### config.mk
export PLATFORM = sky130hd
export DESIGN_NAME = adc_serial_config_port
export DESIGN_NICKNAME = d
export VERILOG_FILES = /design/src/rtl/cfg_port_pkg.sv /design/src/rtl/sync2.sv /design/src/rtl/adc_serial_config_port.sv
export SDC_FILE = /design/constraint.sdc
export NUM_CORES = 1
export LEC_CHECK = 0
export BUFFER_PORTS_ARGS = -buffer_cell sky130_fd_sc_hd__buf_2
export CORE_ASPECT_RATIO = 1.4
export CORE_MARGIN = 2
export CORE_UTILIZATION = 35
export CTS_CLUSTER_DIAMETER = 200
export DETAILED_ROUTE_END_ITERATION = 8
export PLACE_DENSITY = 0.6
export SLEW_MARGIN = 20
export SYNTH_ARGS = -nofsm -noshare
export SYNTH_HDL_FRONTEND = slang
export SYNTH_HIERARCHICAL = 1
export SYNTH_SLANG_ARGS = --single-unit
### constraint.sdc
create_clock -name clk -period 2.8 [get_ports clk]
set_clock_uncertainty 0.1 [all_clocks]
set_input_delay 0.14 -clock clk [delete_from_list [all_inputs] [get_ports clk]]
set_output_delay 0.14 -clock clk [all_outputs]
set_load 0.01 [all_outputs]
### src/rtl/cfg_port_pkg.sv
package cfg_port_pkg;
   // serial word layout
   localparam int WORD_BITS    = 16;
   localparam int CNT_W        = 5;
   localparam int RW_POS       = 15;
   localparam int ADDR_HI      = 14;
   localparam int ADDR_LO      = 8;
   localparam int DATA_HI      = 7;
   localparam int DATA_LO      = 0;
   localparam logic [4:0] LAST_BIT  = 5'h10;
   localparam logic [4:0] READ_FROM = 5'h08;
   // register offsets
   localparam logic [6:0] SOFT_RESET_ADDR   = 7'h00;
   localparam logic [6:0] POWER_FMT_ADDR    = 7'h01;
   localparam logic [6:0] OUT_DRIVE_ADDR    = 7'h02;
   // field positions
   localparam int SOFT_RESET_BIT  = 7;
   localparam int DCS_OFF_BIT     = 7;
   localparam int SCRAMBLE_BIT    = 6;
   localparam int SIGNED_BIT      = 5;
   localparam int SLEEP_BIT       = 4;
   localparam int NAP2_BIT        = 3;
   localparam int NAP1_BIT        = 0;
   localparam int CUR_HI          = 7;
   localparam int CUR_LO          = 5;
   localparam int TERM_BIT        = 4;
   localparam int OUT_OFF_BIT     = 3;
   localparam int LANE_HI         = 2;
   localparam int LANE_LO         = 0;
   // writable masks: unused bits read as zero
   localparam logic [7:0] POWER_FMT_MASK = 8'hF9;
   localparam logic [7:0] OUT_DRIVE_MASK = 8'hFF;
   localparam logic [7:0] REG_RESET      = 8'h00;
   localparam logic [2:0] CUR_RESERVED   = 3'h3;
   localparam logic [2:0] LANE_RES_A     = 3'h3;
   localparam logic [2:0] LANE_RES_B     = 3'h4;
endpackage : cfg_port_pkg

### src/rtl/sync2.sv
`timescale 1ns/1ns
// two flop synchroniser for an asynchronous pin
module sync2 (
   // clock and reset
   input  wire logic clk,
   input  wire logic nrst,
   // pin in, synchronised out
   input  wire logic din,
   output logic      dout
);
   logic meta_ff;

   // reset value is high for all pins, the idle level of chip select
   always_ff @(posedge clk or negedge nrst) begin
      if (!nrst) begin
         meta_ff <= 1'b1;
         dout    <= 1'b1;
      end else begin
         meta_ff <= din;
         dout    <= meta_ff;
      end
   end
endmodule : sync2

### src/rtl/adc_serial_config_port.sv
`timescale 1ns/1ns
// Contract
// - one sixteen bit word per access
// - chip select falls, sample sixteen rising edges
// - edges past sixteenth are ignored
// - chip select rising ends the word
// - rw flag, seven address, eight data
// - rw zero writes addressed register
// - rw one reads back, no update
// - data out is open drain
// - reset bit clears registers, sleeps briefly
// - reset bit self clears after write
// - bit seven disables duty stabilizer
// - bit six enables output scrambling
// - bit five selects two's complement
// - bits four three zero set power
// - bits seven to five select current
// - termination doubles driver current
// - bit three turns outputs off
// - scrambler xors lsb into other bits
module adc_serial_config_port
   import cfg_port_pkg::*;
(
   // clock and reset
   input  wire logic       clk,
   input  wire logic       nrst,
   // serial pins from the host
   input  wire logic       programming_mode_select,
   input  wire logic       cs_n,
   input  wire logic       sck,
   input  wire logic       sdi,
   // open drain readback pin
   output logic            sdo_o,
   output logic            sdo_oe,
   // controls to the converter
   output logic            duty_stabilizer_disable,
   output logic            output_scramble_enable,
   output logic            signed_format_select,
   output logic            sleep_all,
   output logic            nap_ch1,
   output logic            nap_ch2,
   output logic [2:0]      driver_current_select,
   output logic            internal_termination_enable,
   output logic            driver_current_double,
   output logic            output_drivers_off,
   output logic [2:0]      lane_serialization_select,
   output logic            one_lane_mode,
   output logic            lane_code_reserved,
   output logic            current_code_reserved,
   // sample path scrambler (registered, one clock of latency)
   input  wire logic [13:0] sample_in,
   output logic [13:0]     sample_out
);

   // synchronised pins
   logic cs_s;
   logic sck_s;
   logic sdi_s;
   logic mode_s;

   sync2 u_sync_cs   (.clk(clk), .nrst(nrst), .din(cs_n), .dout(cs_s));
   sync2 u_sync_sck  (.clk(clk), .nrst(nrst), .din(sck), .dout(sck_s));
   sync2 u_sync_sdi  (.clk(clk), .nrst(nrst), .din(sdi), .dout(sdi_s));
   sync2 u_sync_mode (.clk(clk), .nrst(nrst), .din(programming_mode_select),
                      .dout(mode_s));

   typedef enum logic [1:0] {
      ST_IDLE  = 2'b00,
      ST_SHIFT = 2'b01,
      ST_DONE  = 2'b11
   } phase_t;

   typedef struct packed {
      phase_t      phase;
      logic        cs_d;
      logic        sck_d;
      logic        is_read;
      logic [4:0]  cnt;
      logic [15:0] shreg;
      logic [7:0]  rd_data;
      logic        sdo_low;
      logic [7:0]  pwr;
      logic [7:0]  drv;
      logic        sleep_pulse;
      logic [13:0] smp;
   } state_t;

   state_t cur_ff;
   state_t nxt_cur;

   logic cs_fall;
   logic cs_rise;
   logic sck_rise;
   logic sck_fall;
   logic serial_mode;
   logic [15:0] word;

   assign serial_mode = !mode_s;
   assign cs_fall  = cur_ff.cs_d & !cs_s;
   assign cs_rise  = !cur_ff.cs_d & cs_s;
   assign sck_rise = !cur_ff.sck_d & sck_s;
   assign sck_fall = cur_ff.sck_d & !sck_s;
   assign word     = cur_ff.shreg;

   // register read mux, unused bits forced low
   function automatic logic [7:0] read_reg(input logic [6:0] a, input logic [7:0] p,
                                            input logic [7:0] d);
      logic [7:0] r;
      r = 8'h00;
      case (a)
         POWER_FMT_ADDR: r = p & POWER_FMT_MASK;
         OUT_DRIVE_ADDR: r = d & OUT_DRIVE_MASK;
         default:        r = 8'h00; // reset register is write only
      endcase
      return r;
   endfunction : read_reg

   // next state: pin edges, shifting, commit
   always_comb begin
      nxt_cur = cur_ff;
      nxt_cur.cs_d        = cs_s;
      nxt_cur.sck_d       = sck_s;
      nxt_cur.sleep_pulse = 1'b0;
      // scrambler runs every clock, one flop of latency
      nxt_cur.smp = sample_in;
      if (cur_ff.pwr[SCRAMBLE_BIT]) begin
         nxt_cur.smp = sample_in ^ {{13{sample_in[0]}}, 1'b0};
      end
      case (cur_ff.phase)
         ST_IDLE: begin
            nxt_cur.sdo_low = 1'b0;
            if (cs_fall && serial_mode) begin
               nxt_cur.phase = ST_SHIFT;
               nxt_cur.cnt   = 5'h00;
               nxt_cur.shreg = 16'h0000;
            end
         end
         ST_SHIFT: begin
            if (cs_rise) begin
               nxt_cur.phase   = ST_IDLE;
               nxt_cur.sdo_low = 1'b0;
            end else if (sck_rise) begin
               nxt_cur.shreg = {cur_ff.shreg[14:0], sdi_s};
               nxt_cur.cnt   = cur_ff.cnt + 5'h01;
               // first bit of the word is the read flag; keep it for the data half
               if (cur_ff.cnt == 5'h00) begin
                  nxt_cur.is_read = sdi_s;
               end
               if (cur_ff.cnt + 5'h01 == LAST_BIT) begin
                  nxt_cur.phase = ST_DONE;
               end
               // after the last address bit, latch readback data
               if (cur_ff.cnt + 5'h01 == READ_FROM) begin
                  nxt_cur.rd_data = read_reg({cur_ff.shreg[5:0], sdi_s},
                                             cur_ff.pwr, cur_ff.drv);
               end
            end else if (sck_fall && cur_ff.is_read && cur_ff.cnt >= READ_FROM) begin
               // host samples on rise, so present each bit on the fall
               nxt_cur.sdo_low = !cur_ff.rd_data[7];
               nxt_cur.rd_data = {cur_ff.rd_data[6:0], 1'b0};
            end
         end
         ST_DONE: begin
            // edges past the sixteenth are dropped here
            if (sck_fall && word[RW_POS]) begin
               nxt_cur.sdo_low = 1'b0;
            end
            if (cs_rise) begin
               nxt_cur.phase   = ST_IDLE;
               nxt_cur.sdo_low = 1'b0;
               if (!word[RW_POS]) begin
                  case (word[ADDR_HI:ADDR_LO])
                     SOFT_RESET_ADDR: begin
                        if (word[SOFT_RESET_BIT]) begin
                           nxt_cur.pwr         = REG_RESET;
                           nxt_cur.drv         = REG_RESET;
                           nxt_cur.sleep_pulse = 1'b1;
                        end
                     end
                     POWER_FMT_ADDR: nxt_cur.pwr = word[DATA_HI:DATA_LO] & POWER_FMT_MASK;
                     OUT_DRIVE_ADDR: nxt_cur.drv = word[DATA_HI:DATA_LO];
                     default: ;
                  endcase
               end
            end
         end
         default: nxt_cur.phase = ST_IDLE;
      endcase
   end

   always_ff @(posedge clk or negedge nrst) begin
      if (!nrst) begin
         cur_ff <= '{phase: ST_IDLE, cs_d: 1'b1, sck_d: 1'b1, is_read: 1'b0, cnt: 5'h00,
                     shreg: 16'h0000, rd_data: 8'h00, sdo_low: 1'b0,
                     pwr: REG_RESET, drv: REG_RESET, sleep_pulse: 1'b0,
                     smp: 14'h0000};
      end else begin
         cur_ff <= nxt_cur;
      end
   end

   // outputs straight from the state flops
   assign sdo_o  = 1'b0;
   assign sdo_oe = cur_ff.sdo_low;
   assign duty_stabilizer_disable = cur_ff.pwr[DCS_OFF_BIT];
   assign output_scramble_enable  = cur_ff.pwr[SCRAMBLE_BIT];
   assign signed_format_select    = cur_ff.pwr[SIGNED_BIT];
   // software reset sleeps the chip for one cycle
   assign sleep_all = cur_ff.pwr[SLEEP_BIT] | cur_ff.sleep_pulse;
   assign nap_ch1   = cur_ff.pwr[NAP1_BIT] & !cur_ff.pwr[SLEEP_BIT];
   assign nap_ch2   = cur_ff.pwr[NAP2_BIT] & !cur_ff.pwr[SLEEP_BIT];
   assign driver_current_select       = cur_ff.drv[CUR_HI:CUR_LO];
   assign current_code_reserved       = cur_ff.drv[CUR_HI:CUR_LO] == CUR_RESERVED;
   assign internal_termination_enable = cur_ff.drv[TERM_BIT];
   assign driver_current_double       = cur_ff.drv[TERM_BIT];
   assign output_drivers_off          = cur_ff.drv[OUT_OFF_BIT];
   assign lane_serialization_select   = cur_ff.drv[LANE_HI:LANE_LO];
   assign one_lane_mode      = cur_ff.drv[LANE_HI] & (cur_ff.drv[1:0] != 2'b00);
   assign lane_code_reserved = (cur_ff.drv[LANE_HI:LANE_LO] == LANE_RES_A) |
                               (cur_ff.drv[LANE_HI:LANE_LO] == LANE_RES_B);
   assign sample_out = cur_ff.smp;

   // checks
   short_abort_a: assert property (@(posedge clk) disable iff (!nrst)
      (cur_ff.phase == ST_SHIFT && cs_rise) |=> $stable(cur_ff.pwr) && $stable(cur_ff.drv))
      else $error("short word changed a register");
   done_stable_a: assert property (@(posedge clk) disable iff (!nrst)
      (cur_ff.phase == ST_DONE && !cs_rise) |=> $stable(cur_ff.shreg))
      else $error("bit taken past sixteenth");
   count_limit_a: assert property (@(posedge clk) disable iff (!nrst)
      cur_ff.cnt <= LAST_BIT) else $error("bit count overran");
   write_commit_a: assert property (@(posedge clk) disable iff (!nrst)
      (cur_ff.phase == ST_DONE && cs_rise && !word[RW_POS]
       && word[ADDR_HI:ADDR_LO] == POWER_FMT_ADDR)
      |=> cur_ff.pwr == ($past(word[DATA_HI:DATA_LO]) & POWER_FMT_MASK))
      else $error("write not stored");
   read_nochange_a: assert property (@(posedge clk) disable iff (!nrst)
      (cur_ff.phase == ST_DONE && cs_rise && word[RW_POS])
      |=> $stable(cur_ff.pwr) && $stable(cur_ff.drv))
      else $error("read changed register");
   soft_reset_a: assert property (@(posedge clk) disable iff (!nrst)
      (cur_ff.phase == ST_DONE && cs_rise && !word[RW_POS]
       && word[ADDR_HI:ADDR_LO] == SOFT_RESET_ADDR && word[SOFT_RESET_BIT])
      |=> cur_ff.pwr == 8'h00 && cur_ff.drv == 8'h00 && sleep_all ##1 !cur_ff.sleep_pulse)
      else $error("soft reset misbehaved");
   sdo_idle_a: assert property (@(posedge clk) disable iff (!nrst)
      cur_ff.phase == ST_IDLE |=> !sdo_oe || cur_ff.phase != ST_IDLE)
      else $error("data out pulled while idle");
   unused_zero_a: assert property (@(posedge clk) disable iff (!nrst)
      (cur_ff.pwr & ~POWER_FMT_MASK) == 8'h00)
      else $error("unused bits set");
   scramble_out_a: assert property (@(posedge clk) disable iff (!nrst)
      cur_ff.pwr[SCRAMBLE_BIT] |=> sample_out[13:1] ==
         ($past(sample_in[13:1]) ^ {13{$past(sample_in[0])}}))
      else $error("scramble wrong");
   write_cov: cover property (@(posedge clk) cur_ff.phase == ST_DONE && cs_rise
                              && !word[RW_POS]);
   read_cov:  cover property (@(posedge clk) cur_ff.phase == ST_DONE && cs_rise
                              && word[RW_POS]);
   abort_cov: cover property (@(posedge clk) cur_ff.phase == ST_SHIFT && cs_rise);
endmodule : adc_serial_config_port

## Word level (Yosys, flattened, before mapping)

Cells that the tools add are included.

- Register bits: 74
- Word-level logic and storage cells: 109

- $add $sub $neg: 1
- Order comparisons: 1
- Equal/unequal tests: 22
- Mux-type cells: 26
- Bitwise operators: 12
- Reductions and logical operators: 27

Operators by type and width:

| kind | number |
|---|---|
| 8-bit one-hot mux with 2 select lines | 3 |
| 21-bit two-way mux | 2 |
| 21-bit one-hot mux with 2 select lines | 1 |
| 17-bit two-way mux | 2 |
| 29-bit two-way mux | 1 |
| 4-bit AND reduction | 5 |
| 18-bit two-way mux | 1 |
| 8-bit two-way mux | 2 |
| 3-bit != test (second input constant) | 5 |
| 7-bit by 1-bit == test with 1-bit output (second input constant) | 2 |
| 7-bit by 2-bit == test with 1-bit output (second input constant) | 2 |
| 14-bit two-way mux | 1 |
| 14-bit XOR | 1 |
| 2-bit two-way mux | 5 |
| 2-bit != test (second input constant) | 5 |
| 5-bit AND reduction | 2 |
| 2-bit nonzero test | 5 |
| 9-bit two-way mux | 1 |
| 1-bit AND | 7 |
| 1-bit zero test | 7 |
| 7-bit zero test | 1 |
| 3-bit by 2-bit == test with 1-bit output (second input constant) | 2 |
| 2-bit one-hot mux with 3 select lines | 1 |
| 5-bit by 1-bit adder with 5-bit output (second input constant) | 1 |
| 15 further kinds | 24 |

## Longest topological paths before layout

- Depth after elaboration: 8
- Gate-level depth with buffers: 6

## Hierarchy

The synthesis kept the hierarchy.

Modules (own cells, without submodules):

| module | times used | cells an instance | area each (um^2) |
|---|---|---|---|
| adc_serial_config_port | 1 | 294 | 3130.5 |
| sync2 | 4 | 2 | 52.6 |

## Worst setup path after synthesis

Ideal clock, no wire load.

- Path type: flip-flop to flip-flop
- Start point: register cur_ff[56] (netlist name)
- End point: register cur_ff[33] (netlist name)
- Library setup time: 125 ps
- Arrival time: 1808 ps
- Data required time: 2575 ps
- Path slack: 767 ps
- Stages on the path, launching flop included: 6
- Clock period less this slack: 2033 ps
- Path through: dfrtp_1 -> ha_1 -> nand4b_1 -> or4_4 -> o22ai_4 -> mux2_4

- Cells in the longest elaborated chain, start to end: 4

Ends and longest elaborated chain:

| element | RTL line | source |
|---|---|---|
| from (decl) | adc_serial_config_port.sv:88 | `state_t cur_ff;` |
| from (signal assigned) | adc_serial_config_port.sv:193 | `cur_ff <= '{phase: ST_IDLE, cs_d: 1'b1, sck_d: 1'b1, is_read: 1'b0, cnt: 5'h00,` |
| from (signal assigned) | adc_serial_config_port.sv:198 | `cur_ff <= nxt_cur;` |
| 5-bit by 1-bit adder with 5-bit output / 5-bit by 4-bit greater-or-equal comparator with 1-bit output (equally long branches) | adc_serial_config_port.sv:153, adc_serial_config_port.sv:157 |  |
| 5-bit by 4-bit == test with 1-bit output / 1-bit logical AND (equally long branches) | adc_serial_config_port.sv:153, adc_serial_config_port.sv:157 |  |
| 2-bit by 1-bit != test with 1-bit output (no source line) / 2-bit nonzero test (equally long branches) | -- |  |
| 4-bit AND reduction (no source line) (*) | -- |  |

Every way passes the cells marked *; elsewhere a longest branch is shown, timed or not.
A chain may end at the register's enable or synchronous reset.

## Worst setup path after layout

- Start point: register cur_ff[56] (netlist name)
- End point: register cur_ff[39] (netlist name)

Same word-level chain as after synthesis.

==> parameters.txt <==
Parameter                              Value

Finish
  Area of all sequential standard cells    1810 sq um
  Post-route insts no fill    468
  Number of antenna diodes    0
  Most common library cell in the layout ignoring fill and taps    sky130_fd_sc_hd__dfrtp_1
  Most frequent cells in the layout    sky130_fd_sc_hd__dfrtp_1, sky130_fd_sc_hd__buf_2, sky130_fd_sc_hd__nand2_1
  Layout fillers    889
  Share of cells above drive strength 1    28.2%
  Total area of multi-input combinational cells    between 1000 and 1500 sq um
  Post-synthesis to final-layout area growth    21.2%
  # nets final    375

Synth
  Fraction of synthesized cell area taken by the top area cell type    46.4%
  Biggest area consumer among synthesized cells    sky130_fd_sc_hd__dfrtp_1
  Dominant register cell in the synthesized netlist    sky130_fd_sc_hd__dfrtp_1
  Number of enable flip-flop cells after synthesis    0
  Distinct cell type count of the synthesized netlist    between 40 and 50
  Synthesized netlist net count    324
  Ys Warns    6
  Cell count after synthesis    302
  Post-synthesis instance area    approximately 3300 sq um
  Cells taking the most area after synthesis    sky130_fd_sc_hd__dfrtp_1, sky130_fd_sc_hd__dfstp_2, sky130_fd_sc_hd__buf_4
  Post-synth ARST share    100%
  Post-synthesis area per instance    11.1 sq um
  Flip-flop and latch count after synthesis    72
  Sequential-to-total area share from yosys stat    54.3%

Timing
  Final critical delay including setup and external delays    2.17 ns
  Top achievable clock speed    0.460 GHz
  Worst rel slew slack    approximately two fifths
  Final setup TNS    0 ns
  Final Max Slew Viols    0
  RSZ-0062 raised after global routing    no
  Endpoints failing hold    0
  Transition time at the pin with the least slew margin    0.882 ns
  Final Cycle Share    just under 80%
  Number of setup violations in the final report    0

Hold path
  Hold Path End    u_sync_cs/dout
  Number of cells on the worst hold path    0
  Classification of the worst-slack hold path    reg2reg
  Hold path startpoint    u_sync_cs/meta_ff

Clocking
  Count of hold buffers inserted by post-cts repair    19
  Insertion delay to the later sink of the worst-skew pair    0.33 ns
  Setup repair bufs after CTS    0
  Clk sink count    72
  Clock-pin slew on the worst setup and hold paths    0.06 ns
  CTS HTree Levels    3
  Buffer depth of the longest clock path    2
  Number of buffers added by the clock tree synthesis step    9
  Total of cells resized after clock tree synthesis    0
  TritonCTS clock tree    built
  Clock tree root driver cell    sky130_fd_sc_hd__clkbuf_16

Power and ir drop
  Worst VDD drop    0.305 mV
  PwrDens    609 nW/um^2
  Leakage power figure    0.00180 uW

Detailed routing
  DRC marker count from the first detailed-route iteration    99
  Wirelength per Cell    14.4 um
  Highest routed layer    met4
  Number of optimization iterations in the first detailed-route pass    4
  Met1 layer wirelength in the final routing    about 2800 um
  Total met2 wirelength after detailed routing    3530 um
  Total Routed Length    6750 um
  Via-to-Cell Ratio    4.99
  Post-route ant nets    0
  Vias    between 2000 and 2500
  # DRC    0
  Length of routed met3 wiring    292 um

Setup path
  Critical path required time    2.92 ns
  Critical path class    reg2reg
  CP max stage delay    0.52 ns
  Beginning of the worst register-to-register path    cur_ff[56]
  Endpoint of the worst register-to-register path    cur_ff[39]
  Minimum setup slack among reg-to-reg paths    0.63 ns
  Signal arrival time at the worst endpoint    2.29 ns
  Largest fanout of any net on the critical path    8
  CP endpoint kind    register
  Worst R2R Path Depth    5
  Cell chain of the critical path    ha_1 -> nand4b_1 -> or4_4 -> o22ai_4 -> mux2_4
  Critical Path Source Type    register
  Worst-path cell with the longest stage delay    sky130_fd_sc_hd__or4_4

Global route
  Antenna violations before repair    0
  Wire length of the first global-routing pass    11400 um
  Number of global-route vias before repair    around 2300
  Pin count of the biggest net entering global routing    73
  Global Route Usage Sum    14.2%
  GR Overflow Total    0

Placement
  Gp weighted congestion    0.823
  Total of buffers placed on input and output ports    between 50 and 60
  Total half-perimeter wirelength after legalization and detailed placement    4580 um
  Post-Place Cells    about 430

Flow run
  MaxCap Viol Count    0

Floorplan
  Ports placed on the boundary    54
  Horizontal die dimension    86.6 um
  Area of the core region    9350 sq um
  Effective utilization at floorplan    35.7%
  Die Ht    120 um
  Area enclosed by the die boundary    10400 sq um
  Core Rows    42

Status
  Result of the run    completed
==> cell families (layout without fill, tap and decap cells) <==
family	Yosys count	in the layout	synth area share [%]
muxes	15	15	5.62
DFF	72	72	54.3
other	1	1	0.112
adders and majority gates	2	2	0.749
AOI/OAI and AO/OA	72	72	14.7
and+or+nand+nor	77	77	12.5
buffers and inverters	48	104	8.02
xor gates and xnor gates	15	15	3.93
==> synth_stat cells (3+ instances only) <==
| cell type | instances |
|---|---|
| sky130_fd_sc_hd__dfrtp_1 | 62 |
| sky130_fd_sc_hd__mux2i_1 | 6 |
| sky130_fd_sc_hd__xnor2_1 | 13 |
| sky130_fd_sc_hd__nor2b_1 | 5 |
| sky130_fd_sc_hd__nor3_1 | 5 |
| sky130_fd_sc_hd__o21ai_0 | 21 |
| sky130_fd_sc_hd__o31ai_1 | 9 |
| sky130_fd_sc_hd__mux2_4 | 7 |
| sky130_fd_sc_hd__buf_4 | 23 |
| sky130_fd_sc_hd__nor2_1 | 9 |
| sky130_fd_sc_hd__nand2_1 | 34 |
| sky130_fd_sc_hd__nand3_1 | 3 |
| sky130_fd_sc_hd__nand2b_1 | 3 |
| sky130_fd_sc_hd__a22o_1 | 10 |
| sky130_fd_sc_hd__inv_1 | 13 |
| sky130_fd_sc_hd__dfstp_2 | 10 |
| sky130_fd_sc_hd__a22oi_1 | 6 |
| sky130_fd_sc_hd__clkbuf_1 | 10 |
| sky130_fd_sc_hd__o21ai_1 | 15 |
==> state kept, by name (all words and copies together), names as in the netlist, 3 cells and up <==
register                   cells
lane_serialization_select      3
sample_out                    14
cur_ff                        22
driver_current_select          3
word                          16
==> where the power goes <==
part | leakage, uW | switching (uW) | internal, uW
Clock | 0.000148 | 419 | 734
Combinational | 0.000716 | 109 | 86.4
Sequential | 0.000933 | 30.9 | 1090
==> cell type report <==
| cell class | count | share of cell area [%] |
|---|---|---|
| Multi-Input combinational cell | 182 | 31.1 |
| Sequential cell | 72 | 44.8 |
| Inverter | 13 | 1.21 |
| Tap cell | 110 | 3.40 |
| Clock buffer | 11 | 6.24 |
| Timing Repair Buffer | 75 | 11.9 |
| Clock inverter | 5 | 1.36 |
==> worst max path at each step <==
| stage | endpoint | cells past startpoint | slack (ns) | start |
|---|---|---|---|---|
| 3_5_place_dp | cur_ff[39] | 5 | 0.62 | cur_ff[57] |
| 5_1_grt | cur_ff[39] | 5 | 0.53 | cur_ff[56] |
| 4_1_cts | cur_ff[39] | 5 | 0.62 | cur_ff[57] |
| 3_3_place_gp | cur_ff[36] | 4 | 0.67 | cur_ff[65] |
| 6_report | cur_ff[39] | 5 | 0.63 | cur_ff[56] |
| 2_1_floorplan | cur_ff[33] | 5 | 0.77 | cur_ff[56] |
==> critical path: cells and delay by family, from the launching register on <==
kind,cells,cell delay [ns]
mux,1,0.34
fa+ha+maj,1,0.25
compound gates,1,0.33
flops,1,0.39
simple gates,2,0.67
==> per-stage QoR <==
stage / area (sq um) / util [%] / hold slack [ns] / setup WS, ns / total power (uW)
CTS: 4050 / 43.3 / 0.255 / 0.624 / 2500
finish: 4050 / 43.3 / 0.251 / 0.625 / 2470
global placement: 3550 / 37.9 / 0.146 / 0.669 / 1310
detailed placement: 3550 / 37.9 / 0.146 / 0.616 / 1310
floorplan: 3340 / - / -0.256 / 0.767 / 1250
global route: 4050 / 43.3 / 0.259 / 0.528 / 2570
==> metal layers <==
metal | track usage (%) | vias to the layer above
li1 | - | 1132
met1 | 16.5 | 1129
met2 | 24.4 | 65
met3 | 3.65 | 11
met4 | 6.25 | 0
met5 | 0 | -
(Power assumes the default switching activity.)
